### src/include/mfc_pkg.sv
package mfc_pkg;

    // address pins carried by a command
    localparam int ADDR_W = 14;

    // command opcodes on {actN, ras, cas, we}
    localparam logic [3:0] OP_MODE_WRITE = 4'h8;
    localparam logic [3:0] OP_REFRESH    = 4'h9;

    // mode register select on {bg, ba}
    localparam logic [2:0] SEL_MR1 = 3'h1;
    localparam logic [2:0] SEL_MR4 = 3'h4;
    localparam logic [2:0] SEL_MR5 = 3'h5;
    localparam logic [2:0] SEL_MR6 = 3'h6;

    // mode_reg_one fields
    localparam int MR1_RTTNOM_LSB = 8;
    localparam int RTTNOM_W       = 3;

    // mode_reg_four fields
    localparam int MR4_TCR_BIT    = 3;
    localparam int MR4_VMON_BIT   = 4;
    localparam int MR4_CAL_LSB    = 6;
    localparam int CAL_W          = 3;
    localparam int MR4_RPTRN_BIT  = 10;
    localparam int MR4_RPRE_BIT   = 11;
    localparam int MR4_WPRE_BIT   = 12;

    // mode_reg_five fields
    localparam int MR5_PL_LSB     = 0;
    localparam int PL_W           = 3;
    localparam int MR5_CRCCLR_BIT = 3;
    localparam int MR5_PARCLR_BIT = 4;
    localparam int MR5_ODTPD_BIT  = 5;
    localparam int MR5_PERS_BIT   = 9;
    localparam int MR5_DM_BIT     = 10;
    localparam int MR5_WDBI_BIT   = 11;
    localparam int MR5_RDBI_BIT   = 12;

    // mode_reg_six stores the strobe/address pins A16..A0
    localparam int MR6_W = 17;

    // pins as seen after the synchroniser
    typedef struct packed {
        logic              ck;
        logic              csN;
        logic              actN;
        logic              ras;
        logic              cas;
        logic              we;
        logic [ADDR_W-1:0] addr;
        logic [1:0]        ba;
        logic              bg;
        logic              par;
        logic              termination_ctrl_pin;
    } mfc_pins_t;

    // pins idle: chip select and activate high
    localparam mfc_pins_t PINS_IDLE = '{csN: 1'b1, actN: 1'b1, default: '0};

    // a captured command, exactly the bits covered by the check bit
    typedef struct packed {
        logic              actN;
        logic              ras;
        logic              cas;
        logic              we;
        logic [ADDR_W-1:0] addr;
        logic [1:0]        ba;
        logic              bg;
    } mfc_cmd_t;

    // programmed feature settings
    typedef struct packed {
        logic                wrPre2;
        logic                rdPre2;
        logic                rdPreTrain;
        logic                tcrEn;
        logic [CAL_W-1:0]    calCode;
        logic                vrefMonEn;
        logic [PL_W-1:0]     parLat;
        logic                parPersist;
        logic                dmEn;
        logic                wDbiEn;
        logic                rDbiEn;
        logic                odtBufPdOn;
        logic [RTTNOM_W-1:0] rttNom;
        logic [MR6_W-1:0]    mr6;
    } mfc_cfg_t;

    localparam mfc_cfg_t CFG_RST = '0;

    // whole state of the main module
    typedef struct packed {
        logic             ckPrev;
        mfc_cfg_t         cfg;
        logic [CAL_W-1:0] calCnt;
        logic             parErr;
        logic             crcErr;
        logic             cmdValid;
        mfc_cmd_t         cmd;
        logic             readInv;
        logic             writeInv;
        logic             writeMask;
        logic             nomTerm;
        logic             termBufOn;
        logic             refSkip;
        logic             refreshIssue;
    } mfc_state_t;

endpackage : mfc_pkg

### src/rtl/mfc_mode_feature_ctrl.sv
// Notes on behaviour
// - read preamble one or two clocks
// - read preamble training mode, one or two clocks
// - low temperature lets device skip refreshes
// - command captured programmed clocks after select
// - termination disabled means ignore power-down buffer bit
// - inversion shares byte pin, reads and writes
// - no read inversion during pattern register reads
// - byte mask acts on writes only
// - non-persistent mode stops checking while error set
// - buffer off in power-down drops nominal termination
// - parity error flag sticky until mode_reg_five write with its clear bit low
// - crc error flag sticky until mode_reg_five write with its clear bit low
// - parity checking enabled by nonzero latency
// - command with parity error is not executed
// - check bit covers strobes, address, bank bits
`timescale 1ns/1ps
`default_nettype none

module mfc_mode_feature_ctrl
    import mfc_pkg::*;
(
    input  wire logic      mclk,            // system clock, 50 MHz
    input  wire logic      rst_n,           // async reset, active low
    input  wire mfc_pins_t pinsIn,          // command pins incl. link clock
    input  wire logic      crcErrEvt,       // write crc mismatch, one cycle
    input  wire logic      mprReadActive,   // pattern register read running
    input  wire logic      powerDownActive, // device in power-down
    input  wire logic      lowTempSense,    // sensor reports low temperature
    output var  logic      cmdValid,        // executed command, one cycle
    output var  mfc_cmd_t  cmdOut,          // executed command bits
    output var  mfc_cfg_t  modeCfg,         // programmed feature settings
    output var  logic      parErrFlag,      // sticky parity error
    output var  logic      crcErrFlag,      // sticky crc error
    output var  logic      readInvertEn,    // invert read data on byte pin
    output var  logic      writeInvertEn,   // invert write data on byte pin
    output var  logic      writeMaskEn,     // byte pin masks write bytes
    output var  logic      nomTermActive,   // nominal termination applied
    output var  logic      termBufOn,       // termination input buffer on
    output var  logic      refreshIssue     // internal refresh, one cycle
);

    mfc_state_t s_q;
    mfc_state_t s_d;
    mfc_pins_t  pin;
    mfc_cmd_t   cmdNow;
    logic       linkEdge;
    logic       capture;
    logic       chkOn;
    logic       parBad;
    logic       modeWr;
    logic       refCmd;
    logic [2:0] sel;
    logic       parClr;
    logic       crcClr;

    // even parity over every bit of a command
    function automatic logic cmdParity(input mfc_cmd_t c);
        return ^c;
    endfunction : cmdParity

    ////////////////////////////////////////////////////////////////////////
    // pins cross into mclk; the link clock is sampled like any other pin
    mfc_pin_sync #(
        .WIDTH   ($bits(mfc_pins_t)),
        .RST_VAL (PINS_IDLE)
    ) u_sync (
        .mclk    (mclk),
        .rst_n   (rst_n),
        .pinsIn  (pinsIn),
        .pinsOut (pin)
    );

    ////////////////////////////////////////////////////////////////////////
    // next-state logic
    always_comb begin
        s_d = s_q;
        s_d.ckPrev = pin.ck;
        s_d.cmdValid = 1'b0;
        s_d.refreshIssue = 1'b0;
        // odt and chip select stay out of the check
        cmdNow = '{actN: pin.actN, ras: pin.ras, cas: pin.cas, we: pin.we,
                   addr: pin.addr, ba: pin.ba, bg: pin.bg};
        linkEdge = pin.ck & ~s_q.ckPrev;
        capture = 1'b0;
        // with a delay set, the command follows select by that many edges
        if (linkEdge) begin
            if (s_q.calCnt != '0) begin
                s_d.calCnt = s_q.calCnt - 3'h1;
                capture = (s_q.calCnt == 3'h1);
            end else if (!pin.csN) begin
                if (s_q.cfg.calCode == '0) begin
                    capture = 1'b1;
                end else begin
                    s_d.calCnt = s_q.cfg.calCode;
                end
            end
        end
        // a zero latency keeps checking off; a set flag pauses it unless
        // persistent mode is on
        chkOn = (s_q.cfg.parLat != '0)
                && (s_q.cfg.parPersist || !s_q.parErr);
        parBad = chkOn && (cmdParity(cmdNow) != pin.par);
        modeWr = capture && !parBad
                 && ({cmdNow.actN, cmdNow.ras, cmdNow.cas, cmdNow.we} == OP_MODE_WRITE);
        refCmd = capture && !parBad
                 && ({cmdNow.actN, cmdNow.ras, cmdNow.cas, cmdNow.we} == OP_REFRESH);
        sel = {cmdNow.bg, cmdNow.ba};
        parClr = modeWr && (sel == SEL_MR5) && !cmdNow.addr[MR5_PARCLR_BIT];
        crcClr = modeWr && (sel == SEL_MR5) && !cmdNow.addr[MR5_CRCCLR_BIT];
        // a failing command is dropped and only raises the flag
        if (capture) begin
            if (parBad) begin
                s_d.parErr = 1'b1;
            end else begin
                s_d.cmdValid = 1'b1;
                s_d.cmd = cmdNow;
            end
        end
        if (modeWr) begin
            unique case (sel)
                SEL_MR1: begin
                    s_d.cfg.rttNom = cmdNow.addr[MR1_RTTNOM_LSB +: RTTNOM_W];
                end
                SEL_MR4: begin
                    s_d.cfg.wrPre2 = cmdNow.addr[MR4_WPRE_BIT];
                    s_d.cfg.rdPre2 = cmdNow.addr[MR4_RPRE_BIT];
                    s_d.cfg.rdPreTrain = cmdNow.addr[MR4_RPTRN_BIT];
                    s_d.cfg.tcrEn = cmdNow.addr[MR4_TCR_BIT];
                    s_d.cfg.calCode = cmdNow.addr[MR4_CAL_LSB +: CAL_W];
                    s_d.cfg.vrefMonEn = cmdNow.addr[MR4_VMON_BIT];
                end
                SEL_MR5: begin
                    s_d.cfg.parLat = cmdNow.addr[MR5_PL_LSB +: PL_W];
                    s_d.cfg.parPersist = cmdNow.addr[MR5_PERS_BIT];
                    s_d.cfg.dmEn = cmdNow.addr[MR5_DM_BIT];
                    s_d.cfg.wDbiEn = cmdNow.addr[MR5_WDBI_BIT];
                    s_d.cfg.rDbiEn = cmdNow.addr[MR5_RDBI_BIT];
                    // bit is meaningless while nominal termination is off
                    if (s_q.cfg.rttNom != '0) begin
                        s_d.cfg.odtBufPdOn = cmdNow.addr[MR5_ODTPD_BIT];
                    end
                end
                SEL_MR6: begin
                    s_d.cfg.mr6 = {cmdNow.ras, cmdNow.cas, cmdNow.we,
                                   cmdNow.addr};
                end
                default: begin
                end
            endcase
        end
        // flags clear only by a passing mode write; a new error wins
        if (parClr) begin
            s_d.parErr = 1'b0;
        end
        if (crcClr) begin
            s_d.crcErr = 1'b0;
        end
        if (crcErrEvt) begin
            s_d.crcErr = 1'b1;
        end
        // when cold, the first of each pair of refreshes is skipped (2:1 stretch)
        if (refCmd) begin
            if (s_q.cfg.tcrEn && lowTempSense) begin
                s_d.refSkip = ~s_q.refSkip;
                s_d.refreshIssue = s_q.refSkip;
            end else begin
                s_d.refSkip = 1'b0;
                s_d.refreshIssue = 1'b1;
            end
        end
        // byte pin use, from the new settings
        s_d.readInv = s_d.cfg.rDbiEn && !mprReadActive;
        s_d.writeInv = s_d.cfg.wDbiEn;
        s_d.writeMask = s_d.cfg.dmEn;
        // a floating pin in power-down must not turn termination on
        s_d.termBufOn = !powerDownActive || s_d.cfg.odtBufPdOn;
        s_d.nomTerm = (s_d.cfg.rttNom != '0) && pin.termination_ctrl_pin
                      && s_d.termBufOn;
    end

    ////////////////////////////////////////////////////////////////////////
    // state register
    always_ff @(posedge mclk or negedge rst_n) begin
        if (!rst_n) begin
            s_q <= '{cfg: CFG_RST, cmd: '0, default: '0};
        end else begin
            s_q <= s_d;
        end
    end

    ////////////////////////////////////////////////////////////////////////
    // outputs straight from the state register
    assign cmdValid      = s_q.cmdValid;
    assign cmdOut        = s_q.cmd;
    assign modeCfg       = s_q.cfg;
    assign parErrFlag    = s_q.parErr;
    assign crcErrFlag    = s_q.crcErr;
    assign readInvertEn  = s_q.readInv;
    assign writeInvertEn = s_q.writeInv;
    assign writeMaskEn   = s_q.writeMask;
    assign nomTermActive = s_q.nomTerm;
    assign termBufOn     = s_q.termBufOn;
    assign refreshIssue  = s_q.refreshIssue;
endmodule : mfc_mode_feature_ctrl

`default_nettype wire

### src/rtl/mfc_pin_sync.sv
`timescale 1ns/1ps
`default_nettype none

module mfc_pin_sync #(
    parameter int               WIDTH   = 1,
    parameter logic [WIDTH-1:0] RST_VAL = '0
) (
    input  wire logic             mclk,    // system clock
    input  wire logic             rst_n,   // async reset, active low
    input  wire logic [WIDTH-1:0] pinsIn,  // raw pins
    output var  logic [WIDTH-1:0] pinsOut  // pins after two flops
);

    typedef struct packed {
        logic [WIDTH-1:0] s1;
        logic [WIDTH-1:0] s2;
    } mfc_sync_t;

    mfc_sync_t s_q;
    mfc_sync_t s_d;

    ////////////////////////////////////////////////////////////////////////
    // first stage feeds only the second stage
    always_comb begin
        s_d    = s_q;
        s_d.s1 = pinsIn;
        s_d.s2 = s_q.s1;
    end

    always_ff @(posedge mclk or negedge rst_n) begin
        if (!rst_n) begin
            s_q <= '{s1: RST_VAL, s2: RST_VAL};
        end else begin
            s_q <= s_d;
        end
    end

    assign pinsOut = s_q.s2;

endmodule : mfc_pin_sync

`default_nettype wire

### config.mk
export PLATFORM = sky130hd
export DESIGN_NAME = mfc_mode_feature_ctrl
export DESIGN_NICKNAME = d
export VERILOG_FILES = /design/src/include/mfc_pkg.sv /design/src/rtl/mfc_mode_feature_ctrl.sv /design/src/rtl/mfc_pin_sync.sv
export SDC_FILE = /design/constraint.sdc
export NUM_CORES = 1
export LEC_CHECK = 0
export BUFFER_PORTS_ARGS = -buffer_cell sky130_fd_sc_hd__buf_2
export CORE_ASPECT_RATIO = 0.75
export CORE_MARGIN = 1.5
export CORE_UTILIZATION = 54
export CTS_CLUSTER_SIZE = 20
export DETAILED_ROUTE_END_ITERATION = 10
export PLACE_DENSITY_LB_ADDON = 0.08
export SLEW_MARGIN = 20
export SYNTH_ARGS = -nofsm -noshare
export SYNTH_HDL_FRONTEND = slang
export SYNTH_SLANG_ARGS = --single-unit
### constraint.sdc
create_clock -name mclk -period 2.79 [get_ports mclk]
set_input_delay 0.1395 -clock mclk [delete_from_list [all_inputs] [get_ports mclk]]
set_output_delay 0.1395 -clock mclk [all_outputs]
set_load 0.005 [all_outputs]
**Yosys cells after proc, flatten, opt, wreduce, memory -nomap -nowiden**

Cells that the tools add are included.

- Add/subtract/negate cells: 1
- Eq/ne operators: 10
- Muxes and demuxes: 21
- Bitwise logic cells: 4
- Reduce and logical (&&, ||, !) cells: 35

Operator list:

| cell | number |
|---|---|
| two-way mux 22 bit | 3 |
| XOR reduction 21 bit | 1 |
| two-way mux 17 bit | 1 |
| logical AND 1 bit | 12 |
| two-way mux 3 bit | 4 |
| nonzero test 3 bit | 4 |
| two-way mux 1 bit | 11 |
| AND reduction 2 bit | 5 |
| equality test 3 bit (second input constant) | 3 |
| equality test 4 bit (second input constant) | 2 |
| equality test 3 x 1 -> 1 bit (second input constant) | 2 |
| logical NOT 1 bit | 6 |
| nonzero test 2 bit | 3 |
| two-way mux 2 bit | 2 |
| inequality test 2 bit (second input constant) | 2 |
| logical NOT 3 bit | 1 |
| inverter 1 bit | 3 |
| AND reduction 3 bit | 1 |
| subtractor 3 x 1 -> 3 bit (second input constant) | 1 |
| logical OR 1 bit | 2 |
| AND 1 bit | 1 |
| inequality test 1 bit | 1 |

- Register bits after elaboration: 119
- Input bits: 31
- Output and inout port bits: 66
- Logic and storage cells: 104

**Logic depth before layout (Yosys ltp)**

- Word-level depth: 11
- Mapped depth: 10
- Depth with buffers taken out: 8

**Hierarchy**

A second synthesis with hierarchy kept.

- Cells, all modules: 319
- Area, all modules: 4,677.0 µm²

By module, submodules not included:

| module | times used | cells an instance | area an instance (µm²) | sequential area each (µm²) |
|---|---|---|---|---|
| mfc_mode_feature_ctrl | 1 | 269 | 3,420.8 | 1,726.7 |
| mfc_pin_sync | 1 | 50 | 1,256.2 | 1,256.2 |

**Least setup slack after synthesis**

Ideal clock, no wire load.

- Path kind: register to register
- From: register s_q[31] (netlist bit)
- To: register s_q, in the netlist modeCfg[10]
- Setup time: 0.125 ns
- Arrival time: 2.323 ns
- Required time: 2.665 ns
- Slack: 0.342 ns
- Stages on the path, launching flop included: 9
- Path buffers: 1
- Clock period less this slack: 2.448 ns
- Path through: dfrtp_1 inv_1 ha_1 mux2_2 nand3b_1 nor4b_1 nand4_4 buf_12 mux2_4

- Word-level cells in the longest chain between the ends: 6
- Elaborated cells between the ends (all ways): 7
- Those cells by class: eq/ne: 1; mux: 2; reduce/logical: 4

Ends and longest elaborated chain:

| item | line | RTL |
|---|---|---|
| from (decl) | mfc_mode_feature_ctrl.sv:43 | `mfc_state_t s_q;` |
| from (signal assigned) | mfc_mode_feature_ctrl.sv:186 | `s_q <= '{cfg: CFG_RST, cmd: '0, default: '0};` |
| from (signal assigned) | mfc_mode_feature_ctrl.sv:188 | `s_q <= s_d;` |
| equality test 3 x 1 -> 1 bit or nonzero test 3 bit (tied branches) | mfc_mode_feature_ctrl.sv:90, mfc_mode_feature_ctrl.sv:88 |  |
| two-way mux 1 bit (*) | mfc_mode_feature_ctrl.sv:88 | `if (s_q.calCnt != '0) begin` |
| two-way mux 1 bit (*) | mfc_mode_feature_ctrl.sv:87 | `if (linkEdge) begin` |
| logical AND 1 bit (*) | mfc_mode_feature_ctrl.sv:104 | `modeWr = capture && !parBad` |
| logical AND 1 bit (*) | mfc_mode_feature_ctrl.sv:105 | `&& ({cmdNow.actN, cmdNow.ras, cmdNow.cas, cmdNow.we} == OP_MODE_WRITE);` |
| AND reduction 2 bit (no source line) (*) | n/a |  |

Mark *: on every way between the ends. The rest lies on a longest branch, timed or not.
A chain may end at the register's enable or synchronous reset.

**Worst setup path after layout**

- From: register u_sync.s_q, in the netlist u_sync.pinsOut[22]
- To: register s_q, in the netlist modeCfg[0]

- Word-level cells in the longest chain between the ends: 7
- Elaborated cells between the ends (all ways): 8
- Those cells by class: eq/ne: 2; reduce/logical: 6

Ends and longest elaborated chain:

| item | line | RTL |
|---|---|---|
| from (decl) | mfc_pin_sync.sv:19 | `mfc_sync_t s_q;` |
| from (signal assigned) | mfc_pin_sync.sv:32 | `s_q <= '{s1: RST_VAL, s2: RST_VAL};` |
| XOR reduction 21 bit | mfc_mode_feature_ctrl.sv:59 | `return ^c;` |
| inequality test 1 bit | mfc_mode_feature_ctrl.sv:103 | `parBad = chkOn && (cmdParity(cmdNow) != pin.par);` |
| logical AND 1 bit | mfc_mode_feature_ctrl.sv:103 |  |
| logical NOT 1 bit | mfc_mode_feature_ctrl.sv:104 |  |
| logical AND 1 bit | mfc_mode_feature_ctrl.sv:104 |  |
| logical AND 1 bit (*) | mfc_mode_feature_ctrl.sv:105 |  |
| AND reduction 2 bit (no source line) (*) | n/a |  |

Marked as above.

==> metrics.md <==
| Metric | Value |
|---|---|
| Leak Pwr | roughly 3 nW |
| Register area share after synthesis | a little over three fifths |
| Ys async rst share | 100% |
| Yosys reg bits | 119 |
| Post-Syn Area | 4740 µm² |
| Total track usage | 19.9% |
| Placer Congestion | 0.789 |
| RSZ-0062 raised after global routing | no |
| Placed cell count | around 470 |
| Top cells by area, synth | dfrtp_1 61%, mux2_2 11%, buf_4 9.0% |
| Hold Path Origin | lowTempSense |
| Layout cells sized above 1 | a little under half |
| Syn avg cell area | approximately 15 µm² |
| Initial cell density of the core | 55.8% |
| # diodes | 0 |
| Net count after synthesis | between 300 and 400 |
| Data arrival, critical path | 2.86 ns |
| Total vias in the final route | about 2500 |
| CP endpoint kind | register |
| R2R Path End | modeCfg[0] |
| Worst r2r path cells | 8 |
| Crit path launch type | register |
| Grt total ovfl | 0 |
| Synthesized netlist cell count | between 300 and 400 |
| Vias in the first global route | 2691 |
| Post-DP HPWL | 5.59 mm |
| Nets | 444 |
| Root buf cell | clkbuf_16 |
| Crit path time final | 2.57 ns |
| CTS sink cnt | 119 |
| Slew Viols, Final | 0 |
| RR Startpoint | u_sync.pinsOut[22] |
| CP delay by family, top | XOR/XNOR gates |
| Final ANT Viol Nets | 0 |
| Worst-path cell chain | xor2_1 > xnor2_1 > xnor2_1 > xnor3_2 > or2_1 > nand4_4 > buf_12 > mux2_2 |
| Hold Path Depth | 4 |
| Endpoints failing setup | 0 |
| Via density | roughly 4.8 |
| Cts bufs inserted | 17 |
| First-pass iteration count of the detailed router | 4 |
| Period utilization | between 90% and 100% |
| Pwr dens | 846 nW/µm² |
| Max-Cap Viols | 0 |
| Largest net degree at the start of global routing | 46 |
| Die outline height | 84.1 µm |
| DRC violations left | 0 |
| First-pass GRT wire length | 13.9 mm |
| Row count | 29 |
| Critical path's most frequent cell | xnor2_1 |
| Initial antenna violation count | 0 |
| Worst slew margin | a little under three fifths |
| Leading area contributor after synthesis | dfrtp_1 |
| Final TNS setup | 0 ns |
| H-tree levels | 4 |
| Clk_skew | a little over 0.01 ns |
| Area share of the largest cell type after synthesis | between 60% and 70% |
| Peak Freq | between 300 and 400 MHz |
| Top-count cell post-synth | dfrtp_1 |
| CP Max Fanout | 8 |
| Worst VDD drop | a little over 0.0007 V |
| Worst Path Required | roughly 3.1 ns |
| Core ar. | roughly 8500 µm² |
| Clock-pin transition on the worst setup and hold timing paths | around 0.06 ns |
| Fin. Hold Viols | 0 |
| Critical-path cell with the highest stage delay | dfstp_2 |
| Clock Path Buffers | 2 |
| CP Class | reg2reg |
| Yosys warns | 0 |
| Initial DRC Count | 125 |
| Die X | 111 µm |
| Non-filler cells, final | 531 |
| Worst skew pair latency | around 0.41 ns |
| Synth cell count leaders | 115 x dfrtp_1, 57 x buf_4, 46 x mux2_2 |
| Outcome | completed |
| Slew @ Worst Pin | 0.660 ns |
| Top FF cell, synth | dfrtp_1 |
| Port bufs | 96 |
| Largest stage delay on the critical path | approximately 0.54 ns |
| IO Pins | 97 |
| WHS Endpoint | refreshIssue |
| Count of different cell masters after synthesis | 42 |
| Worst hold-check path type | in2reg |
| Die area | 9350 µm² |
| Post-synth EDFFs | 0 |
| Worst path bufs/invs | 1 |
| Reg2reg setup slack | 0.22 ns |
| Area Growth Syn to Fin | 23.7% |
| CTS tree | yes |
| Wire length per cell | around 16 µm |
| DRT Wirelength | 8.34 mm |
repair_timing:
item / 4_1_cts / 5_1_grt
buffers inserted: 0 / 2
resized for setup: 0 / 1
hold endpoints to repair: 69 / 0
hold buffers: 28 / 0
endpoints found under the setup margin: 0 / 12
power by group:
part	switching [mW]	internal [mW]
clock network	0.711	1.42
registers	0.140	1.97
logic	0.299	0.417
state kept, by name, indices dropped and copies added (netlist names), 5 cells and up:
signal and cells:
modeCfg 34, u_sync.s_d 25, cmdOut 21, s_q 5
u_sync.pinsOut 25
metal layers:
metal	track usage (%)	vias to the layer above	wire, µm
li1	-	1208	-
met3	6.97	10	444
met4	9.67	0	123
met2	28.8	72	3720
met5	0	-	0
met1	27.0	1255	4060
worst max path at each step:
| stage | from | to | slack [ns] | cells after the start |
|---|---|---|---|---|
| after detailed placement | u_sync.pinsOut[22] | modeCfg[4] | 0.14 | 7 |
| after global routing | u_sync.pinsOut[19] | modeCfg[0] | 0.03 | 8 |
| after global placement | u_sync.pinsOut[22] | modeCfg[3] | 0.15 | 7 |
| final | u_sync.pinsOut[22] | modeCfg[0] | 0.22 | 8 |
| after floorplan | s_q[31] | modeCfg[10] | 0.34 | 8 |
| after CTS | u_sync.pinsOut[22] | modeCfg[4] | 0.12 | 7 |
metrics by stage:
step                      setup WS, ns  hold WS, ns  instance area, µm²  utilization, %  total power [mW]
after CTS                        0.115       0.0482                5810            68.4              5.01
after global routing            0.0266       0.0561                5860            69.0              5.20
after global placement           0.149        0.164                4930            58.1              2.80
final                            0.219       0.0534                5860            69.0              4.96
after floorplan                  0.342       -0.156                4740               -              2.73
after detailed placement         0.139        0.167                4930            58.1              2.82
area by class of cell:
cell class                      count  area, µm²
Sequential cell                   119       2980
Fill cell                         616       2630
Multi-Input combinational cell    133       1260
Timing Repair Buffer              136        878
Clock buffer                       24        502
Tap cell                          108        135
Clock inverter                      8       95.1
Inverter                            3       11.3
layout by cell type, fill, tap and decap left out, types with 5 or more instances in the layout:
cell | synthesis | routed
clkbuf_16 | 0 | 17
dlygate4sd3_1 | 0 | 28
mux2_4 | 7 | 7
buf_4 | 57 | 11
mux2_2 | 46 | 46
xnor2_1 | 16 | 16
o21ai_0 | 7 | 7
dfrtp_1 | 115 | 115
clkbuf_8 | 0 | 5
buf_2 | 2 | 95
nor2_1 | 7 | 7
cell families after synthesis:
group / synth area share (%)
compound gates: 2.59
fa+ha+maj: 0.792
buf+inv: 10.7
xor+xnor: 4.01
flops: 63.0
simple gates: 4.86
mux: 14.1
tightest hold or removal path, stage by stage:
cell and delay (ns):
buf_2 0.10, nand2_1 0.04, nor2_1 0.04, nor2_1 0.10
(Power assumes the default switching activity.)
